$ cat src/rtl/mts_consts.svh
// Constants for the memory transfer cycle sequencer
`ifndef MTS_CONSTS_SVH
`define MTS_CONSTS_SVH

// --------------------------------------------------------------
// Address offsets from the instruction address
// --------------------------------------------------------------
`define MTS_PREFETCH_OFS 32'h8
`define MTS_NEXT_OFS 32'hc
`define MTS_WORD_OFS 32'h4

// --------------------------------------------------------------
// Register indices and reset values
// --------------------------------------------------------------
`define MTS_PC_IDX 4'hf
`define MTS_LINK_IDX 4'he
`define MTS_ZERO_IDX 4'h0
`define MTS_RESET_ADDR 32'h0
`define MTS_EMPTY_LIST 16'h0

// --------------------------------------------------------------
// Timing counts
// --------------------------------------------------------------
// Cycles waited after the request before handshake lines are trusted
`define MTS_CP_SETTLE 2'h3
`define MTS_CP_CNT_ZERO 2'h0
`define MTS_CP_CNT_STEP 2'h1

`endif

$ cat src/rtl/mts_pkg.sv
// Types shared by the memory transfer cycle sequencer
package mts_pkg;

   // Instruction classes the sequencer runs
   typedef enum logic [2:0] {
      OP_STR,
      OP_LDM,
      OP_STM,
      OP_EXC,
      OP_CDP
   } op_t;

   // Exception kinds, selecting the saved return address
   typedef enum logic [2:0] {
      EXC_RESET,
      EXC_UNDEF,
      EXC_SWI,
      EXC_PABORT,
      EXC_DABORT,
      EXC_IRQ,
      EXC_FIQ
   } exc_t;

   // Sequencer states
   typedef enum logic [3:0] {
      S_IDLE,
      S_FIRST,
      S_STR_XFER,
      S_MULTI_XFER,
      S_LDM_FINAL,
      S_REFILL1,
      S_REFILL2,
      S_EXC2,
      S_EXC3,
      S_CP_WAIT
   } seq_state_t;

   // Whole state of the sequencer, outputs included
   typedef struct packed {
      seq_state_t st;
      op_t op;
      exc_t exc;
      logic [31:0] pc;
      logic [15:0] list;
      logic [31:0] addr;
      logic [31:0] target;
      logic write_back;
      logic base_is_pc;
      logic byte_op;
      logic aborted;
      logic first_xfer;
      logic [3:0] prev_idx;
      logic [1:0] cp_cnt;
      logic cpa_s1;
      logic cpa_s2;
      logic cpb_s1;
      logic cpb_s2;
      logic [31:0] address;
      logic mem_write;
      logic byte_n;
      logic sequential_address;
      logic memory_request_n;
      logic opcode_fetch_n;
      logic coprocessor_instr_n;
      logic [3:0] store_idx;
      logic reg_write_en;
      logic [3:0] reg_write_idx;
      logic base_write_en;
      logic base_restore;
      logic link_write;
      logic [31:0] link_value;
      logic link_adjust;
      logic mode_change;
      exc_t trap_kind;
      logic pipeline_flush;
      logic busy;
      logic done;
   } seq_regs_t;

endpackage

$ cat src/rtl/reg_list_scan.sv
// Lowest-first scan of a register list
`timescale 1ns/10ps

module reg_list_scan (
   // List in
   input wire logic [15:0] list,
   // Scan results
   output logic [3:0] first_idx,
   output logic [15:0] rest,
   output logic any,
   output logic only_one
);

   logic [15:0] lowest;
   logic [3:0] acc [0:16];

   // Isolate the lowest set bit; the program counter bit is always found last
   assign lowest = list & (~list + 16'h1);
   assign rest = list & ~lowest;
   assign any = |list;
   assign only_one = any && (rest == 16'h0);
   assign acc[0] = 4'h0;

   // Encode the isolated bit into an index
   for (genvar i = 0; i < 16; i++) begin : g_enc
      assign acc[i + 1] = acc[i] | (lowest[i] ? 4'(i) : 4'h0);
   end

   assign first_idx = acc[16];

endmodule

$ cat src/rtl/memory_transfer_cycle_sequencer.sv
// Bus cycle sequencer for stores, block transfers, trap entry and coprocessor operations
`timescale 1ns/10ps

`include "mts_consts.svh"

module memory_transfer_cycle_sequencer
   import mts_pkg::*;
(
   // Clock and reset
   input wire logic clk,
   input wire logic resetn,
   // Instruction request from the pipeline
   input wire logic start,
   input wire op_t op_kind,
   input wire exc_t exc_kind,
   input wire logic [31:0] instr_addr,
   input wire logic [15:0] reg_list,
   input wire logic write_back,
   input wire logic base_is_pc,
   input wire logic byte_op,
   // Datapath values
   input wire logic [31:0] alu_addr,
   input wire logic [31:0] new_base,
   input wire logic [31:0] trap_addr,
   input wire logic [31:0] read_data,
   // Memory response
   input wire logic data_abort,
   // Coprocessor handshake pins
   input wire logic coprocessor_absent,
   input wire logic coprocessor_busy,
   // Memory bus
   output logic [31:0] address,
   output logic mem_write,
   output logic byte_n,
   output logic sequential_address,
   output logic memory_request_n,
   output logic opcode_fetch_n,
   output logic coprocessor_instr_n,
   // Datapath control
   output logic [3:0] store_idx,
   output logic reg_write_en,
   output logic [3:0] reg_write_idx,
   output logic base_write_en,
   output logic base_restore,
   output logic link_write,
   output logic [31:0] link_value,
   output logic link_adjust,
   output logic mode_change,
   output exc_t trap_kind,
   output logic pipeline_flush,
   // Status
   output logic busy,
   output logic done
);

   seq_regs_t s;
   seq_regs_t next_s;

   logic [3:0] cur_idx;
   logic [15:0] cur_rest;
   logic cur_any;
   logic cur_last;
   logic [3:0] nxt_idx;
   logic nxt_last;

   // --------------------------------------------------------------
   // Register list scanning
   // --------------------------------------------------------------
   // Word transferred in this cycle
   reg_list_scan u_scan_cur (
      .list(s.list),
      .first_idx(cur_idx),
      .rest(cur_rest),
      .any(cur_any),
      .only_one(cur_last)
   );

   // Word transferred in the following cycle
   reg_list_scan u_scan_nxt (
      .list(cur_rest),
      .first_idx(nxt_idx),
      .rest(),
      .any(),
      .only_one(nxt_last)
   );

   // --------------------------------------------------------------
   // Return address by trap kind
   // --------------------------------------------------------------
   function automatic logic [31:0] return_addr(input exc_t kind, input logic [31:0] pc);
      logic [31:0] ret;
      ret = pc + `MTS_WORD_OFS;
      if (kind == EXC_SWI || kind == EXC_PABORT) begin
         ret = pc;
      end
      return ret;
   endfunction

   // --------------------------------------------------------------
   // Next state and outputs
   // --------------------------------------------------------------
   always_comb begin
      logic abort_now;
      abort_now = s.aborted | data_abort;
      next_s = s;
      // One-cycle strobes fall back each cycle
      next_s.reg_write_en = 1'b0;
      next_s.base_write_en = 1'b0;
      next_s.base_restore = 1'b0;
      next_s.link_write = 1'b0;
      next_s.link_adjust = 1'b0;
      next_s.mode_change = 1'b0;
      next_s.pipeline_flush = 1'b0;
      next_s.done = 1'b0;
      // Handshake pin synchronisers
      next_s.cpa_s1 = coprocessor_absent;
      next_s.cpa_s2 = s.cpa_s1;
      next_s.cpb_s1 = coprocessor_busy;
      next_s.cpb_s2 = s.cpb_s1;

      unique case (s.st)
         S_IDLE: begin
            if (start) begin
               next_s.st = S_FIRST;
               next_s.op = op_kind;
               next_s.exc = exc_kind;
               next_s.pc = instr_addr;
               next_s.list = reg_list;
               next_s.write_back = write_back;
               next_s.base_is_pc = base_is_pc;
               next_s.byte_op = byte_op;
               next_s.aborted = 1'b0;
               next_s.first_xfer = 1'b1;
               next_s.cp_cnt = `MTS_CP_CNT_ZERO;
               if (op_kind == OP_EXC) begin
                  next_s.mode_change = 1'b1;
                  next_s.link_write = 1'b1;
                  next_s.link_value = return_addr(exc_kind, instr_addr);
                  next_s.trap_kind = exc_kind;
               end
            end
         end
         S_FIRST: begin
            // Address computed in the datapath during the prefetch
            next_s.addr = alu_addr;
            unique case (s.op)
               OP_STR: next_s.st = S_STR_XFER;
               OP_LDM, OP_STM: begin
                  next_s.st = cur_any ? S_MULTI_XFER : S_IDLE;
                  next_s.done = !cur_any;
               end
               OP_EXC: begin
                  next_s.target = trap_addr;
                  next_s.link_adjust = 1'b1;
                  next_s.st = S_EXC2;
               end
               OP_CDP: next_s.st = S_CP_WAIT;
            endcase
         end
         S_STR_XFER: begin
            // Base update only when the write did not abort
            if (!data_abort && s.write_back) begin
               next_s.base_write_en = 1'b1;
            end
            if (!data_abort && s.write_back && s.base_is_pc) begin
               next_s.target = new_base;
               next_s.pipeline_flush = 1'b1;
               next_s.st = S_REFILL1;
            end else begin
               next_s.done = 1'b1;
               next_s.st = S_IDLE;
            end
         end
         S_MULTI_XFER: begin
            // Previously fetched word goes to its register unless aborted
            if (s.op == OP_LDM && !s.first_xfer && !s.aborted) begin
               next_s.reg_write_en = 1'b1;
               next_s.reg_write_idx = s.prev_idx;
            end
            // Base modified alongside the first transfer
            if (s.first_xfer && s.write_back && !s.base_is_pc) begin
               next_s.base_write_en = (s.op == OP_LDM) || !data_abort;
            end
            if (s.op == OP_LDM && cur_idx == `MTS_PC_IDX) begin
               next_s.target = read_data;
            end
            next_s.first_xfer = 1'b0;
            next_s.aborted = abort_now;
            next_s.prev_idx = cur_idx;
            next_s.list = cur_rest;
            next_s.addr = s.addr + `MTS_WORD_OFS;
            if (cur_last) begin
               next_s.st = (s.op == OP_LDM) ? S_LDM_FINAL : S_IDLE;
               next_s.done = (s.op == OP_STM);
            end
         end
         S_LDM_FINAL: begin
            next_s.st = S_IDLE;
            next_s.done = 1'b1;
            if (s.aborted) begin
               next_s.base_restore = s.write_back && !s.base_is_pc;
            end else begin
               next_s.reg_write_en = 1'b1;
               next_s.reg_write_idx = s.prev_idx;
               if (s.prev_idx == `MTS_PC_IDX) begin
                  next_s.pipeline_flush = 1'b1;
                  next_s.done = 1'b0;
                  next_s.st = S_REFILL1;
               end
            end
         end
         S_REFILL1: next_s.st = S_REFILL2;
         S_REFILL2: begin
            next_s.done = 1'b1;
            next_s.st = S_IDLE;
         end
         S_EXC2: next_s.st = S_EXC3;
         S_EXC3: begin
            next_s.done = 1'b1;
            next_s.st = S_IDLE;
         end
         S_CP_WAIT: begin
            // Let the synchronised lines catch up with the request first
            if (s.cp_cnt != `MTS_CP_SETTLE) begin
               next_s.cp_cnt = s.cp_cnt + `MTS_CP_CNT_STEP;
            end else if (!s.cpb_s2) begin
               next_s.done = 1'b1;
               next_s.st = S_IDLE;
            end else if (s.cpa_s2) begin
               // Nobody answered: take the undefined instruction trap
               next_s.op = OP_EXC;
               next_s.exc = EXC_UNDEF;
               next_s.trap_kind = EXC_UNDEF;
               next_s.mode_change = 1'b1;
               next_s.link_write = 1'b1;
               next_s.link_value = return_addr(EXC_UNDEF, s.pc);
               next_s.st = S_FIRST;
            end
            // Absent low with busy high keeps waiting
         end
         default: next_s.st = S_IDLE;
      endcase

      // Bus outputs for the cycle being entered
      next_s.busy = (next_s.st != S_IDLE);
      next_s.mem_write = 1'b0;
      next_s.byte_n = 1'b1;
      next_s.sequential_address = 1'b0;
      next_s.memory_request_n = 1'b0;
      next_s.opcode_fetch_n = 1'b1;
      next_s.coprocessor_instr_n = 1'b1;
      unique case (next_s.st)
         S_IDLE: begin
            next_s.memory_request_n = 1'b1;
            next_s.address = next_s.pc + `MTS_NEXT_OFS;
         end
         S_FIRST: begin
            next_s.address = next_s.pc + `MTS_PREFETCH_OFS;
            next_s.opcode_fetch_n = 1'b0;
            next_s.coprocessor_instr_n = (next_s.op != OP_CDP);
         end
         S_STR_XFER: begin
            next_s.address = next_s.addr;
            next_s.mem_write = 1'b1;
            next_s.byte_n = !s.byte_op;
            next_s.store_idx = cur_idx;
         end
         S_MULTI_XFER: begin
            next_s.address = next_s.addr;
            next_s.mem_write = (s.op == OP_STM);
            next_s.store_idx = (s.st == S_FIRST) ? cur_idx : nxt_idx;
            next_s.sequential_address = (s.st == S_FIRST) ? !cur_last : !nxt_last;
         end
         S_LDM_FINAL: begin
            next_s.address = s.pc + `MTS_NEXT_OFS;
            next_s.memory_request_n = 1'b1;
            next_s.sequential_address = 1'b1;
         end
         S_REFILL1: begin
            next_s.address = next_s.target;
            next_s.opcode_fetch_n = 1'b0;
            next_s.sequential_address = 1'b1;
         end
         S_REFILL2: begin
            next_s.address = next_s.target + `MTS_WORD_OFS;
            next_s.opcode_fetch_n = 1'b0;
            next_s.sequential_address = 1'b1;
         end
         S_EXC2: begin
            next_s.address = next_s.target;
            next_s.opcode_fetch_n = 1'b0;
            next_s.sequential_address = 1'b1;
         end
         S_EXC3: begin
            next_s.address = next_s.target + `MTS_WORD_OFS;
            next_s.opcode_fetch_n = 1'b0;
            next_s.sequential_address = 1'b1;
         end
         S_CP_WAIT: begin
            next_s.address = next_s.pc + `MTS_PREFETCH_OFS;
            next_s.memory_request_n = 1'b1;
            next_s.coprocessor_instr_n = 1'b0;
         end
         default: next_s.memory_request_n = 1'b1;
      endcase
   end

   // --------------------------------------------------------------
   // State register
   // --------------------------------------------------------------
   always_ff @(posedge clk) begin
      if (!resetn) begin
         s <= '0;
         s.st <= S_IDLE;
         s.op <= OP_STR;
         s.exc <= EXC_RESET;
         s.trap_kind <= EXC_RESET;
         s.address <= `MTS_RESET_ADDR;
         s.list <= `MTS_EMPTY_LIST;
         s.prev_idx <= `MTS_ZERO_IDX;
         s.store_idx <= `MTS_ZERO_IDX;
         s.reg_write_idx <= `MTS_ZERO_IDX;
         s.cpa_s1 <= 1'b1;
         s.cpa_s2 <= 1'b1;
         s.cpb_s1 <= 1'b1;
         s.cpb_s2 <= 1'b1;
         s.byte_n <= 1'b1;
         s.memory_request_n <= 1'b1;
         s.opcode_fetch_n <= 1'b1;
         s.coprocessor_instr_n <= 1'b1;
      end else begin
         s <= next_s;
      end
   end

   // Outputs straight from the state register
   assign address = s.address;
   assign mem_write = s.mem_write;
   assign byte_n = s.byte_n;
   assign sequential_address = s.sequential_address;
   assign memory_request_n = s.memory_request_n;
   assign opcode_fetch_n = s.opcode_fetch_n;
   assign coprocessor_instr_n = s.coprocessor_instr_n;
   assign store_idx = s.store_idx;
   assign reg_write_en = s.reg_write_en;
   assign reg_write_idx = s.reg_write_idx;
   assign base_write_en = s.base_write_en;
   assign base_restore = s.base_restore;
   assign link_write = s.link_write;
   assign link_value = s.link_value;
   assign link_adjust = s.link_adjust;
   assign mode_change = s.mode_change;
   assign trap_kind = s.trap_kind;
   assign pipeline_flush = s.pipeline_flush;
   assign busy = s.busy;
   assign done = s.done;

endmodule

$ cat config.mk
export PLATFORM = sky130hd
export DESIGN_NAME = memory_transfer_cycle_sequencer
export DESIGN_NICKNAME = d
export VERILOG_FILES = /design/src/rtl/mts_pkg.sv /design/src/rtl/reg_list_scan.sv /design/src/rtl/memory_transfer_cycle_sequencer.sv
export VERILOG_INCLUDE_DIRS = /design/src /design/src/rtl
export SDC_FILE = /design/constraint.sdc
export NUM_CORES = 1
export LEC_CHECK = 0
export BUFFER_PORTS_ARGS = -buffer_cell sky130_fd_sc_hd__clkbuf_2
export CORE_MARGIN = 3
export CORE_UTILIZATION = 54
export DETAILED_ROUTE_END_ITERATION = 6
export PLACE_DENSITY = 0.75
export SYNTH_ARGS = -nofsm -noshare
export SYNTH_HDL_FRONTEND = slang
export SYNTH_SLANG_ARGS = --single-unit
$ cat constraint.sdc
create_clock -name clk -period 13.45 [get_ports clk]
set_input_delay 2.0175 -clock clk [delete_from_list [all_inputs] [get_ports clk]]
set_output_delay 2.0175 -clock clk [all_outputs]
set_load 0.02 [all_outputs]
After elaboration in Yosys (flattened, before gate mapping)
Cells that the tools add are included.
{ "op_classes": {"n_addsub": 10, "n_mul": 0, "div_mod_pow": 0, "n_lt_le_gt_ge": 0, "n_eq_ne": 37, "shifts": 0, "mux": 97, "bitwise_logic": 37, "reduce_logical": 50} }
{ "op_table": {"columns": ["operator", "n"], "rows": [
  ["32-bit one-hot mux with 6 select lines", 1],
  ["33-bit two-way mux", 5],
  ["32-bit two-way mux", 5],
  ["32-bit by 3-bit adder with 32-bit output, second input constant", 4],
  ["4-bit bitwise OR", 28],
  ["32-bit by 4-bit adder with 32-bit output, second input constant", 3],
  ["4-bit two-way mux", 24],
  ["32-bit one-hot mux with 3 select lines", 1],
  ["33-bit one-hot mux with 2 select lines", 1],
  ["16-bit AND", 4],
  ["16-bit NOT", 4],
  ["32-bit one-hot mux with 2 select lines", 1],
  ["58-bit two-way mux", 1],
  ["3-bit two-way mux", 12],
  ["16-bit by 1-bit adder with 16-bit output, second input constant", 2],
  ["4-bit by 3-bit equality test with 1-bit output, second input constant", 8],
  ["16-bit logical NOT", 2],
  ["16-bit one-hot mux with 2 select lines", 1],
  ["4-bit one-hot mux with 8 select lines", 1],
  ["16-bit OR reduction", 2],
  ["4-bit equality test, second input constant", 6],
  ["10-bit two-way mux", 2],
  ["1-bit two-way mux", 18],
  ["2-bit inequality test, second input constant", 9],
  ["32 further kinds", 86]
]} }
{ "totals": {"regBits": 224, "latchBits": 0, "ramBits": 0, "rom_bits": 0, "input_bits": 191, "out_inout_bits": 90, "word_cells": 268, "mem_count": 0} }

Longest topological paths before layout
{ "logic_depth": {"depth_word": 25, "depth_mapped": 19, "mapped_depth_nobuf": 15} }

Modules after synthesis
A second synthesis with hierarchy kept.
{ "hier_totals": {"cells_unflattened": 2018, "area_unflattened_um2": 15635.0} }
{ "by_module_without_submodules": {"columns": ["mod", "instances", "cells_per_inst", "area_per_inst_um2", "seq_area_each_um2"], "rows": [
  ["memory_transfer_cycle_sequencer", 1, 1872, 14594.0, 4464.3],
  ["reg_list_scan", 2, 73, 520.5, 0.0]
]} }

Worst setup path before layout
No wires, ideal clock.
{ "synth_path": {"path_type": "input to register", "from": "in start", "to": "reg address[25] (netlist name)", "setup_time_ps": 137, "arrival_time_ps": 5543, "required_ps": 13313, "path_slack_ps": 7770, "path_stages": 17, "path_buffers": 3, "path_cell_list": "inv_1 > nor2_1 > buf_1 > clkbuf_1 > clkbuf_1 > mux2i_1 > inv_1 > ha_1 > nand3_1 > o31ai_1 > nand2_1 > nor4_1 > nand2_1 > xor2_1 > a22o_1 > o21ai_0 > o211ai_1"} }
{ "synth_rtl": {"columns": ["item", "line", "text"], "rows": [
  ["start, declared", "memory_transfer_cycle_sequencer.sv:13", "input wire logic start,"]
]} }

==> impl_metrics.toml <==
[run_status]
outcome = "finished with violations"
violations = "design-rule violations"

[floorplan]
initial_utilization = 0.552
die-area_um2 = 30800
ios = 281
die_w_um = 176
core_um2 = 28100
rows = 61
chipHeight_um = 176

[timing]
max-slew-margin-rel = 0.253
worst_pin_slew_ns = 1.09
hold_viol = 0
rsz0062_at_grt = "no"
period_share = 0.407
finalMaxSlewViolations = 0
clock.fmax_ghz = 0.182
skew_ns = 0.0153
fin_ws_ns = 7.97
setup-violations-final = 0
hold-worst-slack_ns = 0.415
min_period_ns = 5.48
setup_tns_ns = 0

[yosys]
yosysWarnings = 0
synthCells = 2090
yosys-top-cells-count = "nand2_1, dfxtp_1, nor2_1, a21oi_1, clkbuf_1"
yosysSeqAreaShare = 0.288
synth_area_um2 = 15500
synth_cell_type_count = 90
yosysMostFrequentCell = "nand2_1"
ys_ff_latch = 223
synth_top_area_share = 0.288
avgSynthCellArea_um2 = 7.42
synth.net_count = 2287
synthArstFlopShare = 0
synthTopCellsByArea = "dfxtp_1, a21oi_1, nand2_1, nor2_1, buf_4"
synth-edff-count = 0
synth_top_area_cell = "dfxtp_1"
ys.flop_type = "dfxtp_1"

[power_and_ir_drop]
max-vdd-ir-drop_mv = 0.0959
power.switching_w = 0.000769
p_comb_frac = 0.280
power_density_nw_per_um2 = 125
switching_share = 0.354
pwr-share-seq = 0.358
power_leakage_nw = 6.66
p_int_w = 0.00140
p_clk_frac = 0.361

[finish]
n_antenna_cell = 0
fin_cells = 2590
finalInstanceArea_um2 = 17400
syn_to_final_growth_pct = 11.9
fin_nets = 2390
drive_gt1_frac = 0.179

[cts]
ctsResizeCount = 0
post_cts_buffers = 0
root_buffer = "clkbuf_16"
clk_latency_ns = 0.55
clkTransAtPathRegs_ns = 0.07
cts_buffer_depth = 3
h-tree-depth = 1
cts_sinks = 223
cts_hold_buffers = 0
numCtsBuffers = 26
cts_tree = "yes"

[global_routing]
grt_max_degree = 94
grt_pass1_vias = 15500
grt_first_pass_wirelength_mm = 90.3
grt.overflow.total = 0
antenna_found_initial = 0
grt_usage = 0.364

[job]
max_cap_viol_count = 0

[worst_setup_path]
path_class = "reg2reg"
required_ns = 13.89
path_max_fanout = 14
arrival_ns = 5.92
cp-start-kind = "flip-flop"
endpoint_kind = "flip-flop"
ff2ff_setup_slack_ns = 7.97

[placed_design]
port-buffer-count = 280
placed_area_um2 = 16400
dp_cells = 2543
place_congestion = 0.985
pre_cts_ws_ns = 7.66
dp_hpwl_mm = 43.5

[route]
dr.pass1.iters = 7
drt_iter0_drc = 2289
wl_mm = 58.9
drc = 9
wl_per_cell_um = 22.7
vias = 17100
via_per_inst = 6.60
antenna_left = 0

[worst_hold_path]
min_path_type = "reg2reg"
-- logic make-up after synthesis --
kind of cell,after synthesis,synth area share
multiplexers,44,0.0285
adder cells (fa/ha/maj),9,0.00677
XOR/XNOR,118,0.0666
AND/OR/NAND/NOR,828,0.266
buffers and inverters,257,0.0836
AO/OA/AOI/OAI,611,0.261
flip-flops,223,0.288
-- power by group through the flow --
stage | Clock (W) | Combinational, W | Sequential [W]
after CTS | 0.000787 | 0.000590 | 0.000775
after floorplan | 0 | 0.000420 | 0.000761
final | 0.000785 | 0.000609 | 0.000778
after detailed placement | 0 | 0.000586 | 0.000789
after global routing | 0.000814 | 0.000650 | 0.000784
after global placement | 0 | 0.000580 | 0.000787
-- per-layer routing --
metal,up-vias,global-route usage,part of all wire
met2,1119,0.549,0.42
met3,151,0.0718,0.11
li1,7802,-,-
met4,0,0.128,0.040
met1,8019,0.520,0.42
met5,-,0,0
-- critical path, cell delays in order, from the launching register on --
cell and delay, ns:
dfxtp_1 0.46, nor4_4 0.76, and2_1 0.29, a21oi_1 0.21, a211oi_2 0.87, a221oi_1 0.21
a31o_2 0.34, inv_1 0.09, ha_1 0.20, o2111ai_1 0.17, or4_1 0.48, or4_1 0.63
or4b_1 0.57, o311ai_1 0.09
-- state kept, by name (all words and copies together) (netlist names), 2 cells and up --
| name | count |
|---|---|
| link_value | 32 |
| trap_kind | 3 |
| store_idx | 4 |
| reg_write_idx | 4 |
| next_s | 2 |
| address | 32 |
| s | 132 |
-- final cells by class --
cell class / count / area [um^2]
Sequential cell: 223 / 4460
Tap cell: 378 / 473
Multi-Input combinational cell: 1610 / 9790
Inverter: 26 / 100
Timing Repair Buffer: 306 / 1600
Clock inverter: 8 / 145
Fill cell: 2621 / 10700
Clock buffer: 39 / 801
-- cell usage in the layout (no fill, tap or decap), drive strengths merged, types with 17 or more instances in the layout --
master / instances
xor2: 55
a31oi: 25
a211oi: 19
a22oi: 34
a221oi: 26
o211ai: 18
a21oi: 174
clkbuf: 319
o21ai: 109
buf: 26
mux2i: 43
nor4: 20
nand3: 93
nand2b: 17
nand2: 225
nand4: 37
xnor2: 63
and4: 21
nor3: 45
dfxtp: 223
o22ai: 56
and2: 48
and3: 32
inv: 26
nor2: 222
-- final timing paths --
| kind | from | endpoint | depth (start not counted) |
|---|---|---|---|
| worst min register to register | next_s[92] | s[92] | 1 |
| worst max-delay path | s[169] | address[24] | 13 |
| worst max register to register | s[169] | address[24] | 13 |
| worst min-delay path | next_s[92] | s[92] | 1 |
-- through the flow --
step | total power (W) | util
after detailed placement | 0.00137 | 0.585
after CTS | 0.00215 | 0.618
after floorplan | 0.00118 | -
after global routing | 0.00225 | 0.618
after global placement | 0.00137 | 0.585
final | 0.00217 | 0.618
Note: power is estimated with default switching activity, not from simulation.
